## src/pcsi_pkg.sv

```systemverilog
package pcsi_pkg;
	// widths
	localparam int PC_W = 13;
	localparam int PCL_W = 8;
	localparam int PCH_W = 5;
	localparam int OPND_W = 11;
	localparam int EA_W = 9;
	localparam int ADDR_W = 3;
	localparam int DATA_W = 8;
	localparam int STACK_DEPTH = 8;

	// register offsets
	localparam logic [ADDR_W-1:0] OFS_PC_LOW = 3'h0;
	localparam logic [ADDR_W-1:0] OFS_PC_LATCH = 3'h1;
	localparam logic [ADDR_W-1:0] OFS_FILE_PTR = 3'h2;
	localparam logic [ADDR_W-1:0] OFS_BANK = 3'h3;
	localparam logic [ADDR_W-1:0] OFS_IND_PORT = 3'h4;

	// field positions
	localparam int BANK_BIT_POS = 7;
	localparam int LATCH_TOP_HI = 4;
	localparam int LATCH_TOP_LO = 3;

	// reset values and other constants
	localparam logic [PC_W-1:0] PC_RESET = 13'h0000;
	localparam logic [PCH_W-1:0] LATCH_RESET = 5'h00;
	localparam logic [DATA_W-1:0] FSR_RESET = 8'h00;
	localparam logic [DATA_W-1:0] READ_ZERO = 8'h00;
	localparam logic [PC_W-1:0] PC_ONE = 13'h0001;
	localparam logic [6:0] IND_SELF_LOW = 7'h00;

	// sequencing commands
	typedef enum logic [2:0] {
		PCSI_CMD_HOLD = 3'b000,
		PCSI_CMD_STEP = 3'b001,
		PCSI_CMD_JUMP = 3'b010,
		PCSI_CMD_CALL = 3'b011,
		PCSI_CMD_RET = 3'b100,
		PCSI_CMD_RETLIT = 3'b101,
		PCSI_CMD_RETINT = 3'b110,
		PCSI_CMD_INTVEC = 3'b111
	} pcsi_cmd_t;

	typedef struct packed {
		logic [ADDR_W-1:0] addr;
		logic [DATA_W-1:0] wdata;
		logic wr;
		logic rd;
	} pcsi_bus_t;

	typedef struct packed {
		pcsi_cmd_t cmd;
		logic [OPND_W-1:0] operand;
	} pcsi_seq_t;
endpackage

```

## src/pcsi_core.sv

```systemverilog
// The address-and-strobe port and the register offsets are this design's own decisions.
`timescale 1ns/1ps
// Operation
// - program counter is 13 bits; its low byte is software readable and writable.
// - counter bits 12..8 are hidden from software; a low-byte write loads them from the latch.
// - every reset clears the whole program counter.
// - writing the low byte loads latch bits 4..0 into the high bits together.
// - call or jump takes the two top counter bits from latch bits 4..3.
// - eight-entry 13-bit return stack, pointer invisible to software.
// - call or interrupt vectoring pushes the current program counter.
// - return, return with literal and interrupt return pop into the counter.
// - push and pop leave the latch untouched.
// - stack is circular; the ninth push overwrites the first entry.
// - no overflow or underflow flag or trap exists.
// - indirect port holds nothing; it reaches the location the pointer selects.
// - indirect read through a pointer aimed at the port itself gives zero.
// - indirect write through a pointer aimed at the port itself stores nothing.
// - indirect address is the bank bit above the 8-bit pointer, 9 bits.
module pcsi_core
	import pcsi_pkg::*;
#(
	parameter int DEPTH = STACK_DEPTH,
	parameter logic [PC_W-1:0] INT_VECTOR = 13'h0004
)
(
	// clock and reset
	input wire logic sys_clk,
	input wire logic reset_n,
	// register port
	input wire pcsi_bus_t bus_req,
	output logic [DATA_W-1:0] rd_data,
	// instruction sequencing
	input wire pcsi_seq_t seq_req,
	output logic [PC_W-1:0] pc,
	// data space reached by the indirect port
	output logic [EA_W-1:0] mem_addr,
	output logic mem_we,
	output logic [DATA_W-1:0] mem_wdata,
	input wire logic [DATA_W-1:0] mem_rdata
);
	localparam int SP_W = $clog2(DEPTH);

	initial
	begin
		if (DEPTH < 2 || (DEPTH & (DEPTH - 1)) != 0)
			$error("stack depth must be a power of two, at least 2");
	end

	function automatic logic ind_self(input logic [DATA_W-1:0] ptr);
		// the port is mirrored in every bank, so only the low seven bits matter
		return ptr[6:0] == IND_SELF_LOW;
	endfunction

	logic rst_meta_n;
	logic rst_n;
	logic [PCH_W-1:0] pc_high_latch;
	logic [DATA_W-1:0] file_pointer_reg;
	logic bank_pointer_bit;
	logic [SP_W-1:0] sp;
	logic [PC_W-1:0] stack_mem [DEPTH];

	always_ff @(posedge sys_clk or negedge reset_n)
	begin
		if (!reset_n)
		begin
			rst_meta_n <= 1'b0;
			rst_n <= 1'b0;
		end
		else
		begin
			rst_meta_n <= 1'b1;
			rst_n <= rst_meta_n;
		end
	end

	// bus decode
	wire wr_pcl = bus_req.wr && bus_req.addr == OFS_PC_LOW;
	wire wr_latch = bus_req.wr && bus_req.addr == OFS_PC_LATCH;
	wire wr_fsr = bus_req.wr && bus_req.addr == OFS_FILE_PTR;
	wire wr_bank = bus_req.wr && bus_req.addr == OFS_BANK;
	wire wr_ind = bus_req.wr && bus_req.addr == OFS_IND_PORT;
	wire rd_ind = bus_req.rd && bus_req.addr == OFS_IND_PORT;
	wire self_ptr = ind_self(file_pointer_reg);

	// sequencing decode; a low-byte write is the instruction's own result and wins
	wire is_jump = seq_req.cmd == PCSI_CMD_JUMP;
	wire is_call = seq_req.cmd == PCSI_CMD_CALL;
	wire is_int = seq_req.cmd == PCSI_CMD_INTVEC;
	wire is_pop = seq_req.cmd == PCSI_CMD_RET || seq_req.cmd == PCSI_CMD_RETLIT
		|| seq_req.cmd == PCSI_CMD_RETINT;
	wire do_push = !wr_pcl && (is_call || is_int);
	wire do_pop = !wr_pcl && is_pop;
	wire [SP_W-1:0] sp_dec = SP_W'(sp - 1'b1);
	wire [PC_W-1:0] top_entry = stack_mem[sp_dec];
	wire [PC_W-1:0] far_target = {pc_high_latch[LATCH_TOP_HI:LATCH_TOP_LO],
		seq_req.operand};

	logic [PC_W-1:0] next_pc;
	always_comb
	begin
		next_pc = pc;
		if (wr_pcl)
			next_pc = {pc_high_latch, bus_req.wdata};
		else if (is_jump || is_call)
			next_pc = far_target;
		else if (is_int)
			next_pc = INT_VECTOR;
		else if (do_pop)
			next_pc = top_entry;
		else if (seq_req.cmd == PCSI_CMD_STEP)
			next_pc = PC_W'(pc + PC_ONE);
	end

	wire [DATA_W-1:0] next_fsr = wr_fsr ? bus_req.wdata : file_pointer_reg;
	wire next_bank = wr_bank ? bus_req.wdata[BANK_BIT_POS] : bank_pointer_bit;

	// read mux; the high counter bits and the stack pointer have no read path
	logic [DATA_W-1:0] next_rd;
	always_comb
	begin
		case (bus_req.addr)
			OFS_PC_LOW: next_rd = pc[PCL_W-1:0];
			OFS_PC_LATCH: next_rd = {3'b000, pc_high_latch};
			OFS_FILE_PTR: next_rd = file_pointer_reg;
			OFS_BANK: next_rd = {bank_pointer_bit, 7'b000_0000};
			OFS_IND_PORT: next_rd = self_ptr ? READ_ZERO : mem_rdata;
			default: next_rd = READ_ZERO;
		endcase
		if (!bus_req.rd)
			next_rd = READ_ZERO;
	end

	always_ff @(posedge sys_clk or negedge rst_n)
	begin
		if (!rst_n)
		begin
			pc <= PC_RESET;
			pc_high_latch <= LATCH_RESET;
			file_pointer_reg <= FSR_RESET;
			bank_pointer_bit <= 1'b0;
			sp <= '0;
			rd_data <= READ_ZERO;
			mem_addr <= '0;
			mem_we <= 1'b0;
			mem_wdata <= READ_ZERO;
		end
		else
		begin
			pc <= next_pc;
			// only a bus write touches the latch, never a push or pop
			if (wr_latch)
				pc_high_latch <= bus_req.wdata[PCH_W-1:0];
			file_pointer_reg <= next_fsr;
			bank_pointer_bit <= next_bank;
			mem_addr <= {next_bank, next_fsr};
			// wrap is silent, nothing flags it
			if (do_push)
				sp <= SP_W'(sp + 1'b1);
			else if (do_pop)
				sp <= sp_dec;
			rd_data <= next_rd;
			mem_we <= wr_ind && !self_ptr;
			mem_wdata <= wr_ind ? bus_req.wdata : mem_wdata;
		end
	end

	// stack storage has no reset: stale entries are what an empty pop returns
	genvar gi;
	generate
		for (gi = 0; gi < DEPTH; gi++)
		begin : g_stack
			always_ff @(posedge sys_clk)
			begin
				if (do_push && sp == SP_W'(gi))
					stack_mem[gi] <= pc;
			end
		end
	endgenerate
endmodule

```

## config.mk

```make
export PLATFORM = sky130hd
export DESIGN_NAME = pcsi_core
export DESIGN_NICKNAME = d
export VERILOG_FILES = /design/src/pcsi_pkg.sv /design/src/pcsi_core.sv
export SDC_FILE = /design/constraint.sdc
export NUM_CORES = 1
export LEC_CHECK = 0
export BUFFER_PORTS_ARGS = -buffer_cell sky130_fd_sc_hd__buf_2
export CAP_MARGIN = 20
export CORE_UTILIZATION = 42
export CTS_BUF_LIST = sky130_fd_sc_hd__clkbuf_16
export DETAILED_ROUTE_END_ITERATION = 16
export GPL_ROUTABILITY_DRIVEN = 0
export SLEW_MARGIN = 15
export SYNTH_ARGS = -nofsm -noshare
export SYNTH_HDL_FRONTEND = slang
export SYNTH_SLANG_ARGS = --single-unit
```

## constraint.sdc

```tcl
create_clock -name sys_clk -period 2.15 [get_ports sys_clk]
set_input_delay 0.3225 -clock sys_clk [delete_from_list [all_inputs] [get_ports sys_clk]]
set_output_delay 0.3225 -clock sys_clk [all_outputs]
set_load 0.01 [all_outputs]
```

Yosys cells after proc, flatten, opt, wreduce, memory -nomap -nowiden
Memories as Yosys holds them, arrays and structs flattened.
Index checks and enable logic that the tools add are counted.
{ "op_classes": {"muxes": 49, "n_shift": 0, "n_eq_ne": 18, "n_reduce_logical": 34, "magnitude_cmp": 0, "add_sub_neg": 3, "n_bitwise": 0, "mul": 0, "div_mod_pow": 0} }
{ "op_table": {"columns": ["operator", "count"], "rows": [
  ["$mux W13", 12],
  ["$reduce_or A13 Y1", 7],
  ["$pmux W8 S5", 1],
  ["$eq A3 B3 Y1 const B", 9],
  ["$mux W3", 9],
  ["$mux W1", 24],
  ["$mux W8", 3],
  ["$eq A3 B2 Y1 const B", 6],
  ["$logic_and A1 B1 Y1", 16],
  ["$add A13 B1 Y13 const B", 1],
  ["$eq A3 B1 Y1 const B", 3],
  ["$logic_not A7 Y1", 1],
  ["$logic_not A3 Y1", 2],
  ["$reduce_bool A5 Y1", 1],
  ["$logic_or A1 B1 Y1", 4],
  ["$add A3 B1 Y3 const B", 1],
  ["$sub A3 B1 Y3 const B", 1],
  ["$logic_not A1 Y1", 2],
  ["$reduce_bool A2 Y1", 1]
]} }
{ "word_totals": {"n_memories": 1, "latch_bits": 0, "output_inout_bits": 39, "regBits": 58, "wordCells": 116, "ram_bits": 104, "romBits": 0} }
{ "memory_table": {"columns": ["name", "depth", "word_bits", "rd", "rd_ports_with_merged_regs", "write_ports", "line_no", "text"], "rows": [
  ["stack_mem", 8, 13, 1, 0, 1, "pcsi_core.sv:60", "logic [PC_W-1:0] stack_mem [DEPTH];"]
]} }

Longest topological paths before layout
{ "depth": {"word_depth": 15, "depth_mapped": 11} }

Least setup slack after synthesis
No wires, ideal clock.
{ "synth_path": {"kind": "register -> register", "from": "reg sp[0]", "to": "reg pc[5]", "arrival_time_ps": 2217, "setup_time_ps": 118, "path_slack_ps": -185, "n_path_buf": 4, "path_stages_with_launch": 11, "path_cell_list": "dfrtp_1 > buf_4 > buf_4 > inv_1 > ha_1 > clkbuf_1 > buf_2 > mux4_2 > mux2i_1 > o21ai_0 > a21o_1"} }
{ "synth_between": {"elab_chain_len": 6} }
{ "synth_lines": {"columns": ["item", "line_no", "text"], "rows": [
  ["start, declared", "pcsi_core.sv:59", "logic [SP_W-1:0] sp;"],
  ["start signal, assigned", "pcsi_core.sv:158", "sp <= SP_W'(sp + 1'b1);"],
  ["start signal, assigned", "pcsi_core.sv:160", "sp <= sp_dec;"],
  ["$sub A3 B1 Y3", "pcsi_core.sv:93", "wire [SP_W-1:0] sp_dec = SP_W'(sp - 1'b1);"],
  ["named net sp_dec[0]", "pcsi_core.sv:93", null],
  ["$mem_v2 Z8 W13", null, null],
  ["$mux W13", "pcsi_core.sv:108", "else if (do_pop)"],
  ["$mux W13", "pcsi_core.sv:106", "else if (is_int)"],
  ["$mux W13", "pcsi_core.sv:104", "else if (is_jump || is_call)"],
  ["$mux W13", "pcsi_core.sv:102", "if (wr_pcl)"],
  ["end signal, assigned", "pcsi_core.sv:149", "pc <= next_pc;"],
  ["end, declared", "pcsi_core.sv:34", "output logic [PC_W-1:0] pc,"]
]} }
The timed path passes the listed nets, and every way through them passes these cells.
A chain may end at the register's enable or synchronous reset.

Final worst setup path
{ "layout_path": {"from": "reg sp[0]", "to": "reg pc[6]"} }
Same word-level chain as after synthesis.

==> summary.md <==
| Metric | Value |
|---|---|
| Clock-pin transition on the worst setup and hold timing paths | 0.07 ns |
| Pwr dens | 1300 nW/um2 |
| Final core utilization | 52.3% |
| Part of the power in combinational logic | 34.5% |
| Largest Register | stack_mem |
| Synth Register Bits | 153 |
| Hold Path Origin | mem_rdata[2] |
| Final hold vios | 0 |
| IO Pins | 76 |
| Initial core utilization | 42.9% |
| Main combinational cell family by area after synthesis | multiplexers |
| Xor/xnor share of the synthesized area | 1.96% |
| Outcome | complete, no violations |
| Clock Skew | 0.00797 ns |
| Crit Path Class | reg -> reg |
| Register Area | 4350 um2 |
| Yosys warnings | 0 |
| Share of cells above drive strength 1 | 36.2% |
| P&R area growth vs syn | 22.0% |
| Worst Path Arrival | 2.34 ns |
| Initial antenna violation count | 0 |
| Clk_lat worst skew | 0.43 ns |
| H-tree depth | 4 |
| Gate Count Post-Synth | 451 |
| Global Route Usage Sum | 22.1% |
| CORE AREA | 15800 um2 |
| Synth Area in Simple Gates | 8.13% |
| Slew Viols, Final | 0 |
| Register area share after synthesis | 64.3% |
| CP max FO | 7 |
| Vias in the first global route | 4378 |
| DP HPWL | 12100 um |
| Multi-input gate area | 2270 um2 |
| Synth Area in Adders | 1.48% |
| Sequential power share | 38.4% |
| Req. time, crit path | 2.46 ns |
| Post-synthesis mux area share | 14.9% |
| Syn Area/Cell | 15.0 um2 |
| DRC Markers | 0 |
| Top-area cell type share of the netlist area | 46.2% |
| Placed cells | 759 |
| Crit path cell chain | inv_1 -> ha_4 -> xor2_4 -> mux4_2 -> mux2i_2 -> a221o_1 -> o21ai_2 |
| Post-DP Area | 7620 um2 |
| Vias/cell | 5.56 |
| Net Count, Synth | 496 |
| Top post-synthesis cells by area | edfxtp_1, dfrtp_1, mux4_2 |
| Initial drt markers | 353 |
| Buffers on Ports | 75 |
| Buf/Inv on CP | 1 |
| Max reg flops | 104 |
| Most frequent cell after synthesis | edfxtp_1 |
| Drt pass-1 iters | 4 |
| Most used flip-flop cell after synthesis | edfxtp_1 |
| Max IR drop VDD | 0.707 mV |
| Clk pwr share | 27.1% |
| Final worst path period share | 94.4% |
| Fillers | 1360 |
| Top Registers | stack_mem (104), pc (13) |
| Largest net degree at the start of global routing | 27 |
| Die height | 129 um |
| CTS tree | done |
| Final Setup Violations | 0 |
| Antenna Violating Nets Remaining | 0 |
| Crit Reg-Reg Startpoint | sp[0] |
| # diodes | 0 |
| P_int | 7.07 mW |
| # rows | 46 |
| Netlist cell types | 52 |
| Drt wl/cell | 21.4 um |
| Post-synth top area cell | edfxtp_1 |
| Setup crit end kind | flop |
| Post-synth EDFFs | 104 |
| Minimum clock period | 2.03 ns |
| Fraction of registers with async set/reset | 32.0% |
| Cell family contributing the most delay on the critical path | multiplexers |
| Via count | 4411 |
| Synth Area in Compound Gates | 6.87% |
| Slew @ Worst Pin | 1.07 ns |
| Max Cap Viol | 0 |
| Hold Crit Class | in -> reg |
| RSZ-0062 raised after global routing | no |
| Routed WL | 17000 um |
| Fmax achieved | 493 MHz |
| Mapped cell area | 6760 um2 |
| Post-route cell area | 8240 um2 |
| Switching Share | 34.1% |
| Worst Setup SP | sp[0] |
| Die Area | 16600 um2 |
| Most instantiated cells after synthesis | edfxtp_1, dfrtp_1, nor2_1, nand2_1, mux4_2 |
| CTS max path bufs | 2 |
| CTS buffer count | 17 |
| Final net count | 610 |
| Critical-path top delay cell | dfrtp_2 |
| Slew headroom | 28.1% |
| Psw | 3.66 mW |
| Startpoint class of the critical path | flop |
| Chip width | 129 um |
| Clock sinks | 153 |
| Layout Cells excl Fill | 794 |
| CTS Root Cell | clkbuf_16 |
| Max stage delay on crit path | 0.43 ns |
| Leakage power | 3.23 nW |
| Grt ovf | 0 |
| First-pass GRT wire length | 26200 um |
-- power groups by stage --
stage	Clock (mW)	Combinational (mW)	Sequential [mW]
5_1_grt	3.08	4.01	4.17
4_1_cts	2.94	3.66	4.12
2_1_floorplan	0	2.10	4.29
3_5_place_dp	0	3.64	4.18
3_3_place_gp	0	3.60	4.17
6_report	2.91	3.70	4.12
-- placed cells by master (no fill, tap or decap), types with 3 or more instances in the layout --
cell type	n
edfxtp_1	104
buf_2	75
dfrtp_1	47
buf_4	42
nor2_1	29
nand2_1	27
mux4_2	25
mux2_2	23
a21oi_1	19
clkbuf_16	17
o21ai_0	16
mux2i_1	15
nor3_1	11
and3_1	10
xor2_1	8
inv_1	7
ha_1	7
nand3_1	6
o22ai_1	6
inv_6	6
a2bb2oi_1	5
nand4_1	5
xnor2_1	4
o211ai_1	4
a221oi_1	4
inv_8	4
nor2b_1	3
and2_1	3
o21ai_1	3
a221o_1	3
-- metrics by stage --
step | hold slack, ns | setup TNS [ns] | setup WS [ns] | power, mW
5_1_grt | 0.140 | 0 | 0.00249 | 11.3
4_1_cts | 0.126 | 0 | 0.0437 | 10.7
6_report | 0.141 | 0 | 0.120 | 10.7
3_5_place_dp | 0.111 | 0 | 0.0231 | 7.82
2_1_floorplan | 0.0269 | -0.00723 | -0.00723 | 6.39
3_3_place_gp | 0.106 | 0 | 0.0222 | 7.77
-- worst reg2reg max path, cell delays in order, from the launching register on --
cell	delay (ns)
dfrtp_2	0.43
inv_1	0.15
ha_4	0.21
xor2_4	0.27
mux4_2	0.37
mux2i_2	0.23
a221o_1	0.21
o21ai_2	0.05
-- final timing paths --
kind,endpoint,cells past startpoint,slack (ns)
min,rd_data[2],3,0.14
max in group asynchronous,bank_pointer_bit,1,1.26
max reg2reg,pc[6],7,0.12
max,pc[6],7,0.12
min reg2reg,mem_wdata[5],0,0.27
min in group asynchronous,rst_n,2,0.21
-- per-layer routing --
layer / share of wire, % / GRT usage (%)
met5: 0 / 0
met4: 1.8 / 8.10
met3: 6.1 / 4.70
met2: 49 / 34.2
met1: 43 / 30.9
-- cell type report --
type	count	share of cell area, %
sequential	153	52.8
tap	216	3.28
clock buffer	17	5.16
multi-input combinational	266	27.6
clock inverter	15	1.87
inverter	7	0.319
timing repair buffer	120	8.99
-- cell families after synthesis --
family                     Yosys count
AOI/OAI and AO/OA                   72
xor gates and xnor gates            13
adders and majority gates            8
buffers and inverters               32
DFF                                153
muxes                               65
other                                1
and+or+nand+nor                    107
-- timing repair --
item | CTS | global route
endpoints found under the setup margin | 0 | 1
hold endpoints to repair | 2 | 0
gates resized for setup | 0 | 2
setup buffers | 0 | 2
hold buffers | 1 | 0
No activity file was read; power rests on OpenSTA's default activity.
